### config.mk
export PLATFORM = sky130hd
export DESIGN_NAME = adcs_scan_ctrl
export DESIGN_NICKNAME = d
export VERILOG_FILES = /design/src/design/adcs_pkg.sv /design/src/design/adcs_sync_edge.sv /design/src/design/adcs_result_buf.sv /design/src/design/adcs_scan_ctrl.sv
export SDC_FILE = /design/constraint.sdc
export NUM_CORES = 1
export LEC_CHECK = 0
export ABC_AREA = 1
export BUFFER_PORTS_ARGS = -buffer_cell sky130_fd_sc_hd__buf_2
export CAP_MARGIN = 20
export CORE_ASPECT_RATIO = 1.2
export CORE_MARGIN = 1
export CORE_UTILIZATION = 60
export DETAILED_ROUTE_END_ITERATION = 8
export PLACE_DENSITY = 0.79
export SYNTH_ARGS = -nofsm -noshare
export SYNTH_HDL_FRONTEND = slang
export SYNTH_SLANG_ARGS = --single-unit
### constraint.sdc
create_clock -name core_clk_in -period 4.8 [get_ports core_clk_in]
set_input_delay 0.24 -clock core_clk_in [delete_from_list [all_inputs] [get_ports core_clk_in]]
set_output_delay 0.24 -clock core_clk_in [all_outputs]
set_load 0.01 [all_outputs]
### src/design/adcs_pkg.sv
// Purpose: shared constants and types for the adc scan and reference control block
// Assumes: 8-bit register port, byte addresses 0x0..0x4
package adcs_pkg;
   localparam int DATA_W = 8;
   localparam int ADDR_W = 4;
   // register byte addresses
   localparam logic [3:0] ADDR_CONFIG = 4'h0;
   localparam logic [3:0] ADDR_SETUP = 4'h1;
   localparam logic [3:0] ADDR_CONTROL = 4'h2;
   localparam logic [3:0] ADDR_STATUS = 4'h3;
   localparam logic [3:0] ADDR_RESULT = 4'h4;
   // field positions
   localparam int CTL_START_BIT = 0;
   localparam int CTL_FLUSH_BIT = 1;
   localparam int CTL_OVF_CLR_BIT = 2;
   localparam int STS_BUSY_BIT = 0;
   localparam int STS_REF_ON_BIT = 1;
   localparam int STS_OVF_BIT = 2;
   localparam int STS_COUNT_LSB = 3;
   // reset values
   localparam logic [6:0] CONFIG_RST = 7'h00;
   localparam logic [4:0] SETUP_RST = 5'h00;
   // scan constants
   localparam logic [2:0] REPEAT_LAST = 3'h7;
   localparam logic [3:0] UPPER_START_4 = 4'h2;
   localparam logic [3:0] UPPER_START_12 = 4'h6;
   localparam logic [7:0] BIPOLAR_FLIP = 8'h80;

   typedef enum logic [1:0] {
      SCAN_UP = 2'h0,
      SCAN_REPEAT = 2'h1,
      SCAN_UPPER = 2'h2,
      SCAN_SINGLE = 2'h3
   } adcs_scan_e;

   // config register layout, msb first
   typedef struct packed {
      logic single_ended_select;
      adcs_scan_e scan_mode;
      logic [3:0] channel_select;
   } adcs_cfg_s;

   // setup register layout, msb first
   typedef struct packed {
      logic ext_clock;
      logic bipolar;
      logic [2:0] reference_select;
   } adcs_setup_s;

   // one conversion request to the analog front end
   typedef struct packed {
      logic [3:0] pos;
      logic [3:0] neg;
      logic pos_gnd;
      logic neg_gnd;
   } adcs_conv_s;

   // internal reference held on permanently
   function automatic logic adcs_ref_always_on(input logic [2:0] sel);
      return sel[2] & (sel[1] | sel[0]);
   endfunction

   // internal reference powered only while converting
   function automatic logic adcs_ref_auto(input logic [2:0] sel);
      return sel == 3'h4;
   endfunction
endpackage

### src/design/adcs_sync_edge.sv
// Purpose: two-flop synchroniser with rising edge pulse
// Assumes: input asynchronous to core_clk_in
// Notes: first stage read only by the second
`timescale 1ns/1ns
`default_nettype none
module adcs_sync_edge
   import adcs_pkg::*;
(
   // clock and reset
   input wire logic core_clk_in,
   input wire logic reset_n_in,
   // async input
   input wire logic async_in,
   // synchronised outputs
   output logic level_out,
   output logic rise_out
);
   logic meta_r;
   logic sync_r;
   logic prev_r;

   // synchroniser chain and history, reset to the pulled-up idle level
   // so that no false rising edge follows reset
   always_ff @(posedge core_clk_in or negedge reset_n_in) begin
      if (!reset_n_in) begin
         meta_r <= 1'b1;
         sync_r <= 1'b1;
         prev_r <= 1'b1;
      end else begin
         meta_r <= async_in;
         sync_r <= meta_r;
         prev_r <= sync_r;
      end
   end

   assign level_out = sync_r;
   assign rise_out = sync_r & ~prev_r;
endmodule
`default_nettype wire

### src/design/adcs_result_buf.sv
// Purpose: in-order result store for scan conversions
// Assumes: push and pop from same clock
// Notes: push when full is dropped; pop when empty ignored
`timescale 1ns/1ns
`default_nettype none
module adcs_result_buf
   import adcs_pkg::*;
#(
   parameter int WIDTH = 8,
   parameter int DEPTH = 16
) (
   // clock and reset
   input wire logic core_clk_in,
   input wire logic reset_n_in,
   // control
   input wire logic flush_in,
   input wire logic push_in,
   input wire logic [WIDTH-1:0] push_data_in,
   input wire logic pop_in,
   // state
   output logic [WIDTH-1:0] head_out,
   output logic [$clog2(DEPTH):0] count_out,
   output logic full_out
);
   localparam int AW = $clog2(DEPTH);
   logic [WIDTH-1:0] mem_r [DEPTH];
   logic [AW-1:0] wr_ptr_r;
   logic [AW-1:0] rd_ptr_r;
   logic [AW:0] count_r;
   logic do_push;
   logic do_pop;

   if (DEPTH < 2 || (DEPTH & (DEPTH - 1)) != 0) begin : g_bad_depth
      $error("result buffer depth must be a power of two");
   end

   assign full_out = count_r == (AW + 1)'(DEPTH);
   assign do_push = push_in & ~full_out & ~flush_in;
   assign do_pop = pop_in & (count_r != '0) & ~flush_in;

   // storage
   always_ff @(posedge core_clk_in) begin
      if (do_push) begin
         mem_r[wr_ptr_r] <= push_data_in;
      end
   end

   // pointers and occupancy
   always_ff @(posedge core_clk_in or negedge reset_n_in) begin
      if (!reset_n_in) begin
         wr_ptr_r <= '0;
         rd_ptr_r <= '0;
         count_r <= '0;
      end else if (flush_in) begin
         wr_ptr_r <= '0;
         rd_ptr_r <= '0;
         count_r <= '0;
      end else begin
         if (do_push) begin
            wr_ptr_r <= wr_ptr_r + 1'b1;
         end
         if (do_pop) begin
            rd_ptr_r <= rd_ptr_r + 1'b1;
         end
         count_r <= count_r + (AW + 1)'(do_push) - (AW + 1)'(do_pop);
      end
   end

   assign head_out = (count_r == '0) ? '0 : mem_r[rd_ptr_r];
   assign count_out = count_r;
endmodule
`default_nettype wire

### src/design/adcs_scan_ctrl.sv
// Purpose: configuration decode, channel scan sequencing and result formatting
// Assumes: i2c engine supplies register access and not-acknowledge pulses on core clock
// Notes: front end returns offset binary codes; scl arrives asynchronously
`timescale 1ns/1ns
`default_nettype none
module adcs_scan_ctrl
   import adcs_pkg::*;
#(
   parameter int NUM_INPUTS = 12,
   parameter int BUF_DEPTH = 16
) (
   // clock and reset
   input wire logic core_clk_in,
   input wire logic reset_n_in,
   // register port
   input wire logic [ADDR_W-1:0] addr_in,
   input wire logic [DATA_W-1:0] wr_data_in,
   input wire logic wr_en_in,
   input wire logic rd_en_in,
   output logic [DATA_W-1:0] rd_data_out,
   // serial bus side
   input wire logic scl_in,
   input wire logic master_nack_in,
   // analog front end
   output logic conv_start_out,
   output adcs_conv_s conv_req_out,
   input wire logic conv_done_in,
   input wire logic [DATA_W-1:0] conv_code_in,
   // reference control
   output logic int_ref_en_out,
   output logic ref_pin_drive_en_out,
   output logic ext_ref_sel_out,
   output logic vdd_ref_sel_out,
   output logic shared_pin_input_out,
   output logic busy_out
);
   localparam int CW = $clog2(BUF_DEPTH) + 1;
   localparam logic [3:0] LAST_CH = 4'(NUM_INPUTS - 1);
   localparam logic [3:0] UPPER_START = (NUM_INPUTS == 4) ? UPPER_START_4 : UPPER_START_12;

   if (NUM_INPUTS != 4 && NUM_INPUTS != 12) begin : g_bad_inputs
      $error("input count must be 4 or 12");
   end
   if (CW > 5) begin : g_bad_buf
      $error("buffer depth above 16 does not fit the status count");
   end

   typedef enum logic [2:0] {
      ST_IDLE = 3'b001,
      ST_ISSUE = 3'b010,
      ST_WAIT = 3'b100
   } adcs_state_e;

   adcs_state_e state_r;
   adcs_cfg_s cfg_r;
   adcs_setup_s setup_r;
   adcs_cfg_s wr_cfg;
   logic ref_hold_r;
   logic ovf_r;
   logic nack_r;
   logic [3:0] cur_r;
   logic [3:0] end_r;
   logic [2:0] rep_r;
   adcs_scan_e mode_r;
   logic step2_r;
   logic se_r;
   logic ext_r;
   logic [3:0] start_code;
   logic [3:0] end_code;
   logic [3:0] cs_lim;
   logic [4:0] next_code;
   logic scl_rise;
   logic wr_config;
   logic wr_setup;
   logic wr_control;
   logic start_req;
   logic flush;
   logic push;
   logic pop;
   logic full;
   logic [DATA_W-1:0] head;
   logic [CW-1:0] count;
   logic [DATA_W-1:0] result;
   logic continuous;
   logic done_last;
   logic refpin;
   adcs_conv_s req;

   // scl edges for external-clock conversions
   adcs_sync_edge u_scl_sync (
      .core_clk_in(core_clk_in),
      .reset_n_in(reset_n_in),
      .async_in(scl_in),
      .level_out(),
      .rise_out(scl_rise)
   );

   // results kept in conversion order
   adcs_result_buf #(
      .WIDTH(DATA_W),
      .DEPTH(BUF_DEPTH)
   ) u_buf (
      .core_clk_in(core_clk_in),
      .reset_n_in(reset_n_in),
      .flush_in(flush),
      .push_in(push),
      .push_data_in(result),
      .pop_in(pop),
      .head_out(head),
      .count_out(count),
      .full_out(full)
   );

   // register decode
   assign wr_config = wr_en_in && addr_in == ADDR_CONFIG;
   assign wr_setup = wr_en_in && addr_in == ADDR_SETUP;
   assign wr_control = wr_en_in && addr_in == ADDR_CONTROL;
   assign start_req = wr_control && wr_data_in[CTL_START_BIT] && state_r == ST_IDLE;
   assign flush = (wr_control && wr_data_in[CTL_FLUSH_BIT]) || start_req;
   assign pop = rd_en_in && addr_in == ADDR_RESULT;
   assign wr_cfg = adcs_cfg_s'(wr_data_in[6:0]);

   // configuration registers
   always_ff @(posedge core_clk_in or negedge reset_n_in) begin
      if (!reset_n_in) begin
         cfg_r <= adcs_cfg_s'(CONFIG_RST);
         setup_r <= adcs_setup_s'(SETUP_RST);
      end else begin
         if (wr_config) begin
            cfg_r <= wr_cfg;
            if (NUM_INPUTS == 4) begin
               cfg_r.channel_select <= {2'b00, wr_cfg.channel_select[1:0]};
            end
         end
         if (wr_setup) begin
            setup_r <= adcs_setup_s'(wr_data_in[4:0]);
         end
      end
   end

   // internal reference latch, changed only by a setup write
   always_ff @(posedge core_clk_in or negedge reset_n_in) begin
      if (!reset_n_in) begin
         ref_hold_r <= 1'b0;
      end else if (wr_setup) begin
         ref_hold_r <= adcs_ref_always_on(wr_data_in[2:0]);
      end
   end

   // reference and shared pin controls
   always_ff @(posedge core_clk_in or negedge reset_n_in) begin
      if (!reset_n_in) begin
         int_ref_en_out <= 1'b0;
         ref_pin_drive_en_out <= 1'b0;
         ext_ref_sel_out <= 1'b0;
         vdd_ref_sel_out <= 1'b1;
         shared_pin_input_out <= 1'b1;
      end else begin
         int_ref_en_out <= ref_hold_r
            || (adcs_ref_auto(setup_r.reference_select) && state_r != ST_IDLE);
         ref_pin_drive_en_out <= setup_r.reference_select[2:1] == 2'b11;
         ext_ref_sel_out <= setup_r.reference_select[2:1] == 2'b01;
         vdd_ref_sel_out <= setup_r.reference_select[2:1] == 2'b00;
         shared_pin_input_out <= ~setup_r.reference_select[1];
      end
   end

   // scan plan from the live configuration
   always_comb begin
      cs_lim = (cfg_r.channel_select > LAST_CH) ? LAST_CH : cfg_r.channel_select;
      start_code = cfg_r.channel_select;
      end_code = cfg_r.channel_select;
      case (cfg_r.scan_mode)
         SCAN_UP: begin
            start_code = {3'b000, cfg_r.channel_select[0] & ~cfg_r.single_ended_select};
            end_code = cs_lim;
         end
         SCAN_UPPER: begin
            start_code = UPPER_START | {3'b000, cfg_r.channel_select[0]
               & ~cfg_r.single_ended_select};
            end_code = (cs_lim < start_code) ? start_code : cs_lim;
         end
         default: begin
            start_code = cfg_r.channel_select;
            end_code = cfg_r.channel_select;
         end
      endcase
   end

   // request for the channel now in hand
   always_comb begin
      refpin = setup_r.reference_select[1];
      req.pos = cur_r;
      req.neg = se_r ? cur_r : (cur_r ^ 4'h1);
      req.pos_gnd = refpin && cur_r == LAST_CH;
      req.neg_gnd = se_r || (refpin && req.neg == LAST_CH);
   end

   // sequencing decisions
   assign continuous = ext_r && mode_r[0];
   assign next_code = {1'b0, cur_r} + (step2_r ? 5'h02 : 5'h01);
   always_comb begin
      case (mode_r)
         SCAN_REPEAT: done_last = rep_r == REPEAT_LAST;
         SCAN_SINGLE: done_last = 1'b1;
         default: done_last = next_code > {1'b0, end_r};
      endcase
   end

   // scan state machine
   always_ff @(posedge core_clk_in or negedge reset_n_in) begin
      if (!reset_n_in) begin
         state_r <= ST_IDLE;
         cur_r <= 4'h0;
         end_r <= 4'h0;
         rep_r <= 3'h0;
         mode_r <= SCAN_UP;
         step2_r <= 1'b0;
         se_r <= 1'b0;
         ext_r <= 1'b0;
      end else begin
         case (state_r)
            ST_IDLE: begin
               if (start_req) begin
                  cur_r <= start_code;
                  end_r <= end_code;
                  rep_r <= 3'h0;
                  mode_r <= cfg_r.scan_mode;
                  step2_r <= ~cfg_r.single_ended_select && !cfg_r.scan_mode[0];
                  se_r <= cfg_r.single_ended_select;
                  ext_r <= setup_r.ext_clock;
                  state_r <= ST_ISSUE;
               end
            end
            ST_ISSUE: begin
               if (continuous && nack_r) begin
                  state_r <= ST_IDLE;
               end else if (!ext_r || scl_rise) begin
                  state_r <= ST_WAIT;
               end
            end
            ST_WAIT: begin
               if (conv_done_in) begin
                  if (continuous) begin
                     state_r <= nack_r ? ST_IDLE : ST_ISSUE;
                  end else if (done_last) begin
                     state_r <= ST_IDLE;
                  end else begin
                     state_r <= ST_ISSUE;
                     rep_r <= rep_r + 3'h1;
                     if (!mode_r[0]) begin
                        cur_r <= next_code[3:0];
                     end
                  end
               end
            end
            default: state_r <= ST_IDLE;
         endcase
      end
   end

   // not-acknowledge seen during a run
   always_ff @(posedge core_clk_in or negedge reset_n_in) begin
      if (!reset_n_in) begin
         nack_r <= 1'b0;
      end else if (master_nack_in) begin
         nack_r <= 1'b1;
      end else if (start_req) begin
         nack_r <= 1'b0;
      end
   end

   // conversion request outputs
   always_ff @(posedge core_clk_in or negedge reset_n_in) begin
      if (!reset_n_in) begin
         conv_start_out <= 1'b0;
         conv_req_out <= '0;
      end else begin
         conv_start_out <= 1'b0;
         if (state_r == ST_ISSUE && !(continuous && nack_r) && (!ext_r || scl_rise)) begin
            conv_start_out <= 1'b1;
            conv_req_out <= req;
         end
      end
   end

   // result coding and buffering
   assign result = setup_r.bipolar ? (conv_code_in ^ BIPOLAR_FLIP) : conv_code_in;
   assign push = state_r == ST_WAIT && conv_done_in;

   // overflow flag, a new drop wins over a clear
   always_ff @(posedge core_clk_in or negedge reset_n_in) begin
      if (!reset_n_in) begin
         ovf_r <= 1'b0;
      end else if (push && full) begin
         ovf_r <= 1'b1;
      end else if (wr_control && wr_data_in[CTL_OVF_CLR_BIT]) begin
         ovf_r <= 1'b0;
      end
   end

   // read data, one cycle after the strobe
   always_ff @(posedge core_clk_in or negedge reset_n_in) begin
      if (!reset_n_in) begin
         rd_data_out <= '0;
      end else if (rd_en_in) begin
         case (addr_in)
            ADDR_CONFIG: rd_data_out <= {1'b0, cfg_r};
            ADDR_SETUP: rd_data_out <= {3'b000, setup_r};
            ADDR_STATUS: begin
               rd_data_out <= '0;
               rd_data_out[STS_BUSY_BIT] <= state_r != ST_IDLE;
               rd_data_out[STS_REF_ON_BIT] <= int_ref_en_out;
               rd_data_out[STS_OVF_BIT] <= ovf_r;
               rd_data_out[STS_COUNT_LSB +: CW] <= count;
            end
            ADDR_RESULT: rd_data_out <= head;
            default: rd_data_out <= '0;
         endcase
      end else begin
         rd_data_out <= '0;
      end
   end

   assign busy_out = state_r != ST_IDLE;
endmodule
`default_nettype wire

Yosys cells after proc, flatten, opt, wreduce, memory -nomap -nowiden
Memories as Yosys holds them, arrays and structs flattened.
Cells that the tools add are included.
{ "word_totals": {"register_bits": 74, "mem_bits_rw": 128, "input_bits": 27, "out_inout_bits": 25, "elab_cells": 164, "mem_count": 1} }
{ "op_classes": {"addsub": 6, "magnitude_cmp": 3, "n_eq_ne": 24, "muxes": 42, "n_bitwise": 15, "reduce_logical": 39} }
{ "memory_table": {"columns": ["memory", "depth", "width", "read_ports", "rd_clocked_by_memory_dff", "write_ports", "line_no", "source"], "rows": [
  ["u_buf.mem_r", 16, 8, 1, 0, 1, "adcs_result_buf.sv:26", "logic [WIDTH-1:0] mem_r [DEPTH];"]
]} }
{ "op_table": {"columns": ["op", "n"], "rows": [
  ["2-to-1 mux 4 bit", 11],
  ["one-hot mux 8 bit (4 select lines)", 1],
  ["2-to-1 mux 3 bit", 8],
  ["2-to-1 mux 8 bit", 3],
  ["one-hot mux 4 bit (2 select lines)", 3],
  ["logical AND 1 bit", 18],
  ["!= test 2 bit (second input constant)", 5],
  ["nonzero test 2 bit", 5],
  ["== test 3 bit (second input constant)", 3],
  ["one-hot mux 3 bit (3 select lines)", 1],
  ["adder 4 x 1 -> 4 bit (second input constant)", 2],
  ["== test 4 x 2 -> 1 bit (second input constant)", 2],
  ["== test 4 bit (second input constant)", 2],
  ["2-to-1 mux 1 bit", 8],
  ["2-to-1 mux 2 bit", 4],
  ["bitwise AND 1 bit", 7],
  ["inverter 1 bit", 7],
  ["== test 2 bit (second input constant)", 3],
  ["!= test 3 x 1 -> 1 bit (second input constant)", 2],
  ["one-hot mux 3 bit (2 select lines)", 1],
  ["AND reduction 6 bit", 1],
  ["adder 4 x 2 -> 5 bit", 1],
  ["adder 5 x 1 -> 5 bit", 1],
  ["== test 5 bit (second input constant)", 1],
  ["other kinds (22)", 29]
]} }

Logic depth before layout (Yosys ltp)
Gate-level depths: netlist of the first run.
{ "depth": {"ltp_word": 10, "depth_mapped": 18, "ltp_nobuf": 18} }

Hierarchy
Synthesis of the first run repeated with hierarchy kept, for this count alone.
{ "hier_totals": {"cells_unflattened": 889, "hier_area_um2": 9021.2} }
{ "modules_own_cells": {"columns": ["mod", "instances", "cells_per_inst", "area_each_um2", "seq_area_each_um2"], "rows": [
  ["adcs_result_buf", 1, 562, 6098.3, 4169.0],
  ["adcs_scan_ctrl", 1, 322, 2834.0, 1380.1],
  ["adcs_sync_edge", 1, 5, 88.8, 78.8]
]} }

Least setup slack after synthesis of the first run
No wires, ideal clock.
{ "synth_path": {"kind": "register to register", "from": "register state_r[0]", "to": "register u_buf.count_r[4], in the netlist u_buf.count_out[4]", "setup_time_ns": 0.118, "t_arrival_ns": 2.385, "required_time_ns": 4.682, "setup_slack_ns": 2.297, "path_stages_with_launch": 17, "n_path_buf": 0, "synth_period_minus_slack_ns": 2.503, "cell_sequence": "dfstp_2 inv_1 nor3_4 inv_2 nor2_4 inv_4 nand2_8 nor2_8 ha_1 fa_1 nand2_1 inv_1 nor2_1 nor2_1 nor2_1 xor2_1 nor2_1"} }
{ "synth_via": {"elab_chain_len": 8, "word_cells_on_any_way": 12, "classes_between": "add/sub (2); eq/ne (2); mux (1); bitwise (4); reduce/logical (3)"} }
{ "synth_lines": {"columns": ["element", "line_no", "source"], "rows": [
  ["start: declaration", "adcs_scan_ctrl.sv:54", "adcs_state_e state_r;"],
  ["start signal: assignment", "adcs_scan_ctrl.sv:245", "state_r <= nack_r ? ST_IDLE : ST_ISSUE;"],
  ["== test 3 x 1 -> 1 bit", "adcs_scan_ctrl.sv:118", "assign start_req = wr_control && wr_data_in[CTL_START_BIT] && state_r == ST_IDLE;"],
  ["logical AND 1 bit", "adcs_scan_ctrl.sv:118", null],
  ["logical OR 1 bit", "adcs_scan_ctrl.sv:119", "assign flush = (wr_control && wr_data_in[CTL_FLUSH_BIT]) || start_req;"],
  ["inverter 1 bit", "adcs_result_buf.sv:38, adcs_result_buf.sv:39", null],
  ["bitwise AND 1 bit", "adcs_result_buf.sv:38", "assign do_push = push_in & ~full_out & ~flush_in;"],
  ["adder 5 x 1 -> 5 bit", "adcs_result_buf.sv:65", "count_r <= count_r + (AW + 1)'(do_push) - (AW + 1)'(do_pop);"],
  ["subtractor 5 x 1 -> 5 bit", "adcs_result_buf.sv:65", null],
  ["2-to-1 mux 5 bit (*)", "adcs_result_buf.sv:54", "end else if (flush_in) begin"],
  ["end signal: assignment", "adcs_result_buf.sv:65", null],
  ["end: declaration", "adcs_result_buf.sv:29", "logic [AW:0] count_r;"]
]} }
Every way passes the cells marked *; elsewhere a longest branch is shown, timed or not.
A chain may end at the register's enable or synchronous reset.

Worst setup path after layout of the first run
Ends and elaborated chain as after synthesis.

==> results of run 1 <==
[cell type report]
type	instances	area [um^2]	area share
flip-flops and latches	199	5630	0.575
clock inverters	15	143	0.0146
clock buffers	17	425	0.0435
repair buffers	57	310	0.0317
well taps	175	219	0.0224
multi-input cells	535	2750	0.281
inverters	82	310	0.0317
[through the flow]
stage	cell area [um^2]	total power, mW	cells
4_1_cts	9780	5.31	1080
6_report	9780	5.29	1080
2_1_floorplan	8850	3.45	844
3_5_place_dp	9190	3.94	1045
5_1_grt	9780	5.61	1080
3_3_place_gp	9190	3.87	1045
[logic make-up after synthesis]
logic type | count (synthesis)
flip-flops | 199
adder cells (fa/ha/maj) | 21
XOR/XNOR | 7
buffers and inverters | 110
AND/OR/NAND/NOR | 375
AO/OA/AOI/OAI | 132
[cell usage after synthesis (3+ instances only)]
library cell  number
nand2_1          207
edfxtp_1         128
nor2_1            87
inv_1             72
dfrtp_1           65
nand3_1           55
o21ai_0           50
a21oi_1           29
o211ai_1          21
ha_1              19
o21ai_1           15
buf_2             12
buf_4             10
inv_2              7
dfstp_2            6
o22ai_1            6
xor2_1             6
clkbuf_1           5
nand2_4            4
nand3_2            4
nand4_1            3
nor2_4             3
o21a_1             3
[registers in the layout (all words and copies together), names as in the netlist, 3 cells and up]
name	cells
cfg_r	7
rep_r	3
u_buf.count_out	5
end_r	4
conv_req_out	7
u_buf.rd_ptr_r	4
cur_r	4
setup_r	4
state_r	3
u_buf.wr_ptr_r	4
u_buf.mem_r	128
rd_data_out	8
[final timing paths]
kind,start,slack (ns),endpoint,depth (start not counted)
max,state_r[0]$_DFFE_PN1P_,1.89,u_buf.count_out[4]$_DFF_PN0_,16
min,wr_data_in[4],0.08,setup_r[4]$_DFFE_PN0P_,3
max reg2reg,state_r[0]$_DFFE_PN1P_,1.89,u_buf.count_out[4]$_DFF_PN0_,16
min reg2reg,u_scl_sync.meta_r$_DFF_PN1_,0.36,u_scl_sync.level_out$_DFF_PN1_,0
max in group asynchronous,reset_n_in,3.32,u_scl_sync.prev_r$_DFF_PN1_,3
min in group asynchronous,reset_n_in,0.47,conv_req_out[1]$_DFFE_PN0P_,2
[worst min-delay path: cells and delay by family]
kind / cells / cell delay [ns]
AO/OA/AOI/OAI: 1 / 0.08
buffers and inverters: 1 / 0.10
AND/OR/NAND/NOR: 1 / 0.05
[what timing repair did]
| action | 4_1_cts | 5_1_grt |
|---|---|---|
| hold endpoints to repair | 39 | 0 |
| hold buffers | 3 | 0 |
| buffers inserted | 0 | 0 |
[metal layers]
metal  GRT usage  routed length [um]  up-vias
met5           0                   0        -
met4       0.148                 811        0
li1            -                   -     2936
met1       0.313                7260     2953
met3      0.0530                1070       58
met2       0.491               10200      232
[power by group through the flow]
stage	Combinational, mW	Sequential (mW)	Clock [mW]
final	1.65	2.27	1.37
after floorplan	1.25	2.20	0
after detailed placement	1.65	2.30	0
after global placement	1.58	2.29	0
after global routing	1.87	2.30	1.44
after CTS	1.66	2.26	1.38
==> flow_summary.yaml, run 1 <==
clocking:
  cts_max_level: 4
  clockRootBuffer: "clkbuf_16"
  cts_made_buffers: 17
  cts.repair.resized: 0
  path_clk_slew_ns: 0.07
  clockBufferDepth: 2
  cts_tree: "built"
  clock-sinks: 199
  worstSkewPairLatency_ns: 0.44
sta:
  timing.final.ws_setup_ns: 1.89
  setup_viol: 0
  fin_skew_ns: 0.0122
  fmax_mhz: 343
  rsz0062_at_grt: "no"
  timing.hold.ws_ns: 0.0776
  relSlewSlack: 0.397
  finalHoldViolCount: 0
  finalCriticalPeriod_ns: 2.91
  tns_ns: 0
  slew_violations: 0
  tightest_slew_ns: 0.904
  fin_crit_sh: 0.607
logic_synthesis:
  syn_avg_cell_area_um2: 10.5
  yosysSeqAreaShare: 0.636
  synth_top_area_cell: "edfxtp_1"
  synth-simple-area-share: 0.187
  synth_ff_type: "edfxtp_1"
  yosys_register_bits: 199
  synth.area.mux_share: 0
  synthTopCellsByArea: "edfxtp_1 (43%), dfrtp_1 (18%), nand2_1 (8.8%)"
  netlist.area_leader.share: 0.434
  ys_types: 43
  synthXorXnorAreaFrac: 0.00693
  yosys_warnings: 0
  synth.cell_area_um2: 8850
  synth_fa_ha_area_frac: 0.0314
  synth_compound_area_frac: 0.0853
  syn_inst: 844
  syn_nets: 892
  synth-edff-count: 128
  synth_top_family_by_area: "simple AND/OR/NAND/NOR gates"
  async_flop_share: 0.357
setup_path:
  critPathMaxFanout: 12
  end_kind: "register"
  worstSetupPathType: "register to register"
  arrival_ns: 3.24
  critPathRequiredTime_ns: 5.12
  path_buf_inv: 4
  cp_slowest_cell: "dfstp_2"
  crit_family: "simple AND/OR/NAND/NOR gates"
  crit_chain: "inv_1 > nor3_4 > inv_2 > nor2_4 > inv_4 > nand2_8 > nor2_8 > ha_1 > fa_1 > nand2_1 > inv_1 > nor2_1 > nor2_1 > nor2_1 > xor2_1 > nor2_1"
  cpMostUsedCell: "nor2_1"
  critPathLaunchType: "register"
  crit_path_max_incr_delay_ns: 0.54
global_route:
  grt_max_degree: 57
  grtUsageTotal: 0.275
  grt_pass1_vias: 6181
  grt_pass1_wl_um: 30900
  gr-total-overflow: 0
  antenna_found_initial: 0
hold_path:
  min_path_type: "input pin to register"
layout:
  nFillCells: 1081
  final_cell_mix: "nand2_1 (207), edfxtp_1 (128), nor2_1 (87)"
  fin_nets: 940
  layout_commonest_cell: "nand2_1"
  drive_gt1_frac: 0.131
  syn_to_final_growth_pct: 10.5
  diodes: 0
  final_util: 0.679
detailed_routing:
  first_pass_iters: 6
  wl_per_cell_um: 17.9
  wl_um: 19400
  route.detailed.drc: 0
  drt-initial-drc-count: 528
  ant_nets: 0
  vias_per_cell: 5.72
  vias: 6179
power:
  power_frac_clock: 0.259
  powerDensity_nw_per_um2: 541
  swShare: 0.373
  p_switching_mw: 1.97
  ir_drop_v: 0.000297
  power_frac_seq: 0.429
  leakage_nw: 4.15
  p_int_mw: 3.31
  combPwrFrac: 0.312
placement:
  detailed_place_hpwl_um: 13300
  place_congestion: 0.913
  numPortBuffers: 50
  post-place-ws_ns: 1.89
floorplan:
  ios: 52
  die_w_um: 113
  num_rows: 48
  fp.dieH_um: 135
  die_area_um2: 15200
  initial_utilization: 0.614
  core_um2: 14400
run_status:
  outcome: "complete, no violations"
job:
  drv_cap: 0
(Power assumes the default switching activity.)
==> inputs of run 2 (changes only) <==
--- a/config.mk
+++ b/config.mk
@@ -10,9 +10,9 @@
 export CAP_MARGIN = 20
 export CORE_ASPECT_RATIO = 1.2
 export CORE_MARGIN = 1
-export CORE_UTILIZATION = 60
+export CORE_UTILIZATION = 55
 export DETAILED_ROUTE_END_ITERATION = 8
-export PLACE_DENSITY = 0.79
+export PLACE_DENSITY = 0.76
 export SYNTH_ARGS = -nofsm -noshare
 export SYNTH_HDL_FRONTEND = slang
 export SYNTH_SLANG_ARGS = --single-unit
==> constraint.sdc (replaced) <==
create_clock -name core_clk_in -period 2.5 [get_ports core_clk_in]
set_input_delay 0.125 -clock core_clk_in [delete_from_list [all_inputs] [get_ports core_clk_in]]
set_output_delay 0.125 -clock core_clk_in [all_outputs]
set_load 0.01 [all_outputs]
==> flow_summary.yaml, run 2 (same netlist as run 1, synthesis figures left out) <==
run_status:
  outcome: "complete, no violations"
placement:
  placed_cell_area_um2: 9490
  place_congestion: 0.852
  detailed_place_hpwl_um: 13000
  dp.cells: 1110
  post-place-ws_ns: 0.0237
  numPortBuffers: 50
detailed_routing:
  wl_um: 19300
  ant_nets: 0
  first_pass_iters: 5
  vias_per_cell: 5.38
  wl_per_cell_um: 16.5
  route.detailed.drc: 0
  drt-initial-drc-count: 356
  vias: 6282
hold_path:
  hold_depth: 1
  min-delay-start: "conv_code_in[6]"
  min_path_type: "input pin to register"
  min_to: "u_buf.mem_r[5][6]$_DFFE_PP_"
floorplan:
  die_w_um: 118
  die_area_um2: 16600
  initial_utilization: 0.566
  ios: 52
  num_rows: 50
  fp.dieH_um: 141
  core_um2: 15600
setup_path:
  arrival_ns: 2.72
  reg2reg_slack_ns: 0.1
  reg2reg_to: "u_buf.count_out[4]$_DFF_PN0_"
  worstSetupPathType: "register to register"
  critPathLaunchType: "register"
  crit_chain: "inv_4 > nor3_4 > inv_2 > nor2_4 > inv_4 > nand2_8 > nor2_8 > ha_4 > fa_2 > nand2_2 > inv_2 > nor2_1 > nor2_1 > nor2_1 > xor2_1 > nor2_1"
  cp_slowest_cell: "dfstp_2"
  rr_worst_depth: 16
  end_kind: "register"
  path_buf_inv: 4
  timing.rr.start: "state_r[0]$_DFFE_PN1P_"
  critPathMaxFanout: 4
  critPathRequiredTime_ns: 2.82
  cpMostUsedCell: "nor2_1"
  crit_path_max_incr_delay_ns: 0.56
  crit_family: "simple AND/OR/NAND/NOR gates"
sta:
  finalHoldViolCount: 0
  fmax_mhz: 417
  slew_violations: 0
  finalCriticalPeriod_ns: 2.40
  timing.final.ws_setup_ns: 0.0999
  relSlewSlack: 0.471
  fin_skew_ns: 0.0142
  tns_ns: 0
  tightest_slew_ns: 0.793
  rsz0062_at_grt: "yes"
  fin_crit_sh: 0.960
  setup_viol: 0
layout:
  final_cell_mix: "nand2_1 (200), edfxtp_1 (128), nor2_1 (85)"
  multiInputGateArea_um2: 2840
  largest_reg_flops: 128
  diodes: 0
  final_area_um2: 10400
  final_cells: 1167
  regArea_um2: 5630
  syn_to_final_growth_pct: 17.4
  nFillCells: 1230
  layout_commonest_cell: "nand2_1"
  fin_nets: 994
  largest_register: "u_buf.mem_r"
  drive_gt1_frac: 0.196
  top_regs: "u_buf.mem_r x128, rd_data_out x8"
global_route:
  grt_max_degree: 57
  grt_pass1_vias: 6122
  gr-total-overflow: 0
  grtUsageTotal: 0.247
  antenna_found_initial: 0
  grt_pass1_wl_um: 30900
power:
  combPwrFrac: 0.342
  p_int_mw: 6.66
  powerDensity_nw_per_um2: 1020
  swShare: 0.371
  power_frac_clock: 0.257
  finalPower_mw: 10.6
  power_frac_seq: 0.401
  leakage_nw: 4.44
  ir_drop_v: 0.000488
  p_switching_mw: 3.92
clocking:
  cts_max_level: 4
  clockRootBuffer: "clkbuf_16"
  path_clk_slew_ns: 0.07
  clock-sinks: 199
  cts_tree: "built"
  cts_made_buffers: 17
  worstSkewPairLatency_ns: 0.44
  clockBufferDepth: 2
job:
  drv_cap: 0
==> run 2: cell types whose count changed in the layout (fill, tap and decap cells not counted), moves of 3 or more <==
cell,delta
clkinv_1,-3
buf_4,+44
dlygate4sd3_1,+8
ha_1,-3
ha_4,+3
inv_2,+5
inv_1,-6
nand2_2,+6
nand2_1,-7
==> run 2: power by group through the flow <==
stage	combinational, mW	sequential (mW)	clock (mW)
after detailed placement	3.29	4.29	0
final	3.62	4.24	2.72
after global placement	3.23	4.27	0
after floorplan	2.39	4.23	0
after CTS	3.33	4.22	2.74
after global routing	4.06	4.28	2.87
==> run 2: how the worst max path moves through the flow <==
stage,start,end,cells past startpoint
3_5_place_dp,step2_r$_DFFE_PN0P_,cur_r[1]$_DFFE_PN0P_,15
4_1_cts,u_buf.count_out[2]$_DFF_PN0_,u_buf.count_out[4]$_DFF_PN0_,16
6_report,state_r[0]$_DFFE_PN1P_,u_buf.count_out[4]$_DFF_PN0_,16
3_3_place_gp,u_buf.count_out[3]$_DFF_PN0_,u_buf.count_out[4]$_DFF_PN0_,16
2_1_floorplan,state_r[0]$_DFFE_PN1P_,u_buf.count_out[4]$_DFF_PN0_,16
5_1_grt,u_buf.count_out[2]$_DFF_PN0_,u_buf.count_out[4]$_DFF_PN0_,16
==> run 2: area by class of cell <==
type | count | area share
Inverter | 82 | 0.0301
Sequential cell | 199 | 0.542
Timing Repair Buffer | 111 | 0.0732
Tap cell | 208 | 0.0251
Clock inverter | 14 | 0.0151
Multi-Input combinational cell | 535 | 0.273
Clock buffer | 18 | 0.0413
==> run 2: repair_timing <==
item / 4_1_cts / 5_1_grt
endpoints found under the setup margin: 0 / 10
setup buffers: 0 / 14
endpoints found under the hold margin: 46 / 0
resized for setup: 0 / 28
hold buffers: 11 / 0
==> run 2: through the flow <==
stage / util / hold slack (ns)
2_1_floorplan: - / -0.171
3_3_place_gp: 0.607 / 0.231
3_5_place_dp: 0.607 / 0.231
4_1_cts: 0.651 / 0.0777
5_1_grt: 0.664 / 0.0826
6_report: 0.664 / 0.0844
==> run 2: per-layer routing <==
metal / vias to the layer above / part of all wire / GRT usage
li1: 3044 / - / -
met1: 3029 / 0.40 / 0.295
met2: 177 / 0.53 / 0.439
met3: 32 / 0.041 / 0.0417
met4: 0 / 0.027 / 0.109
met5: - / 0 / 0
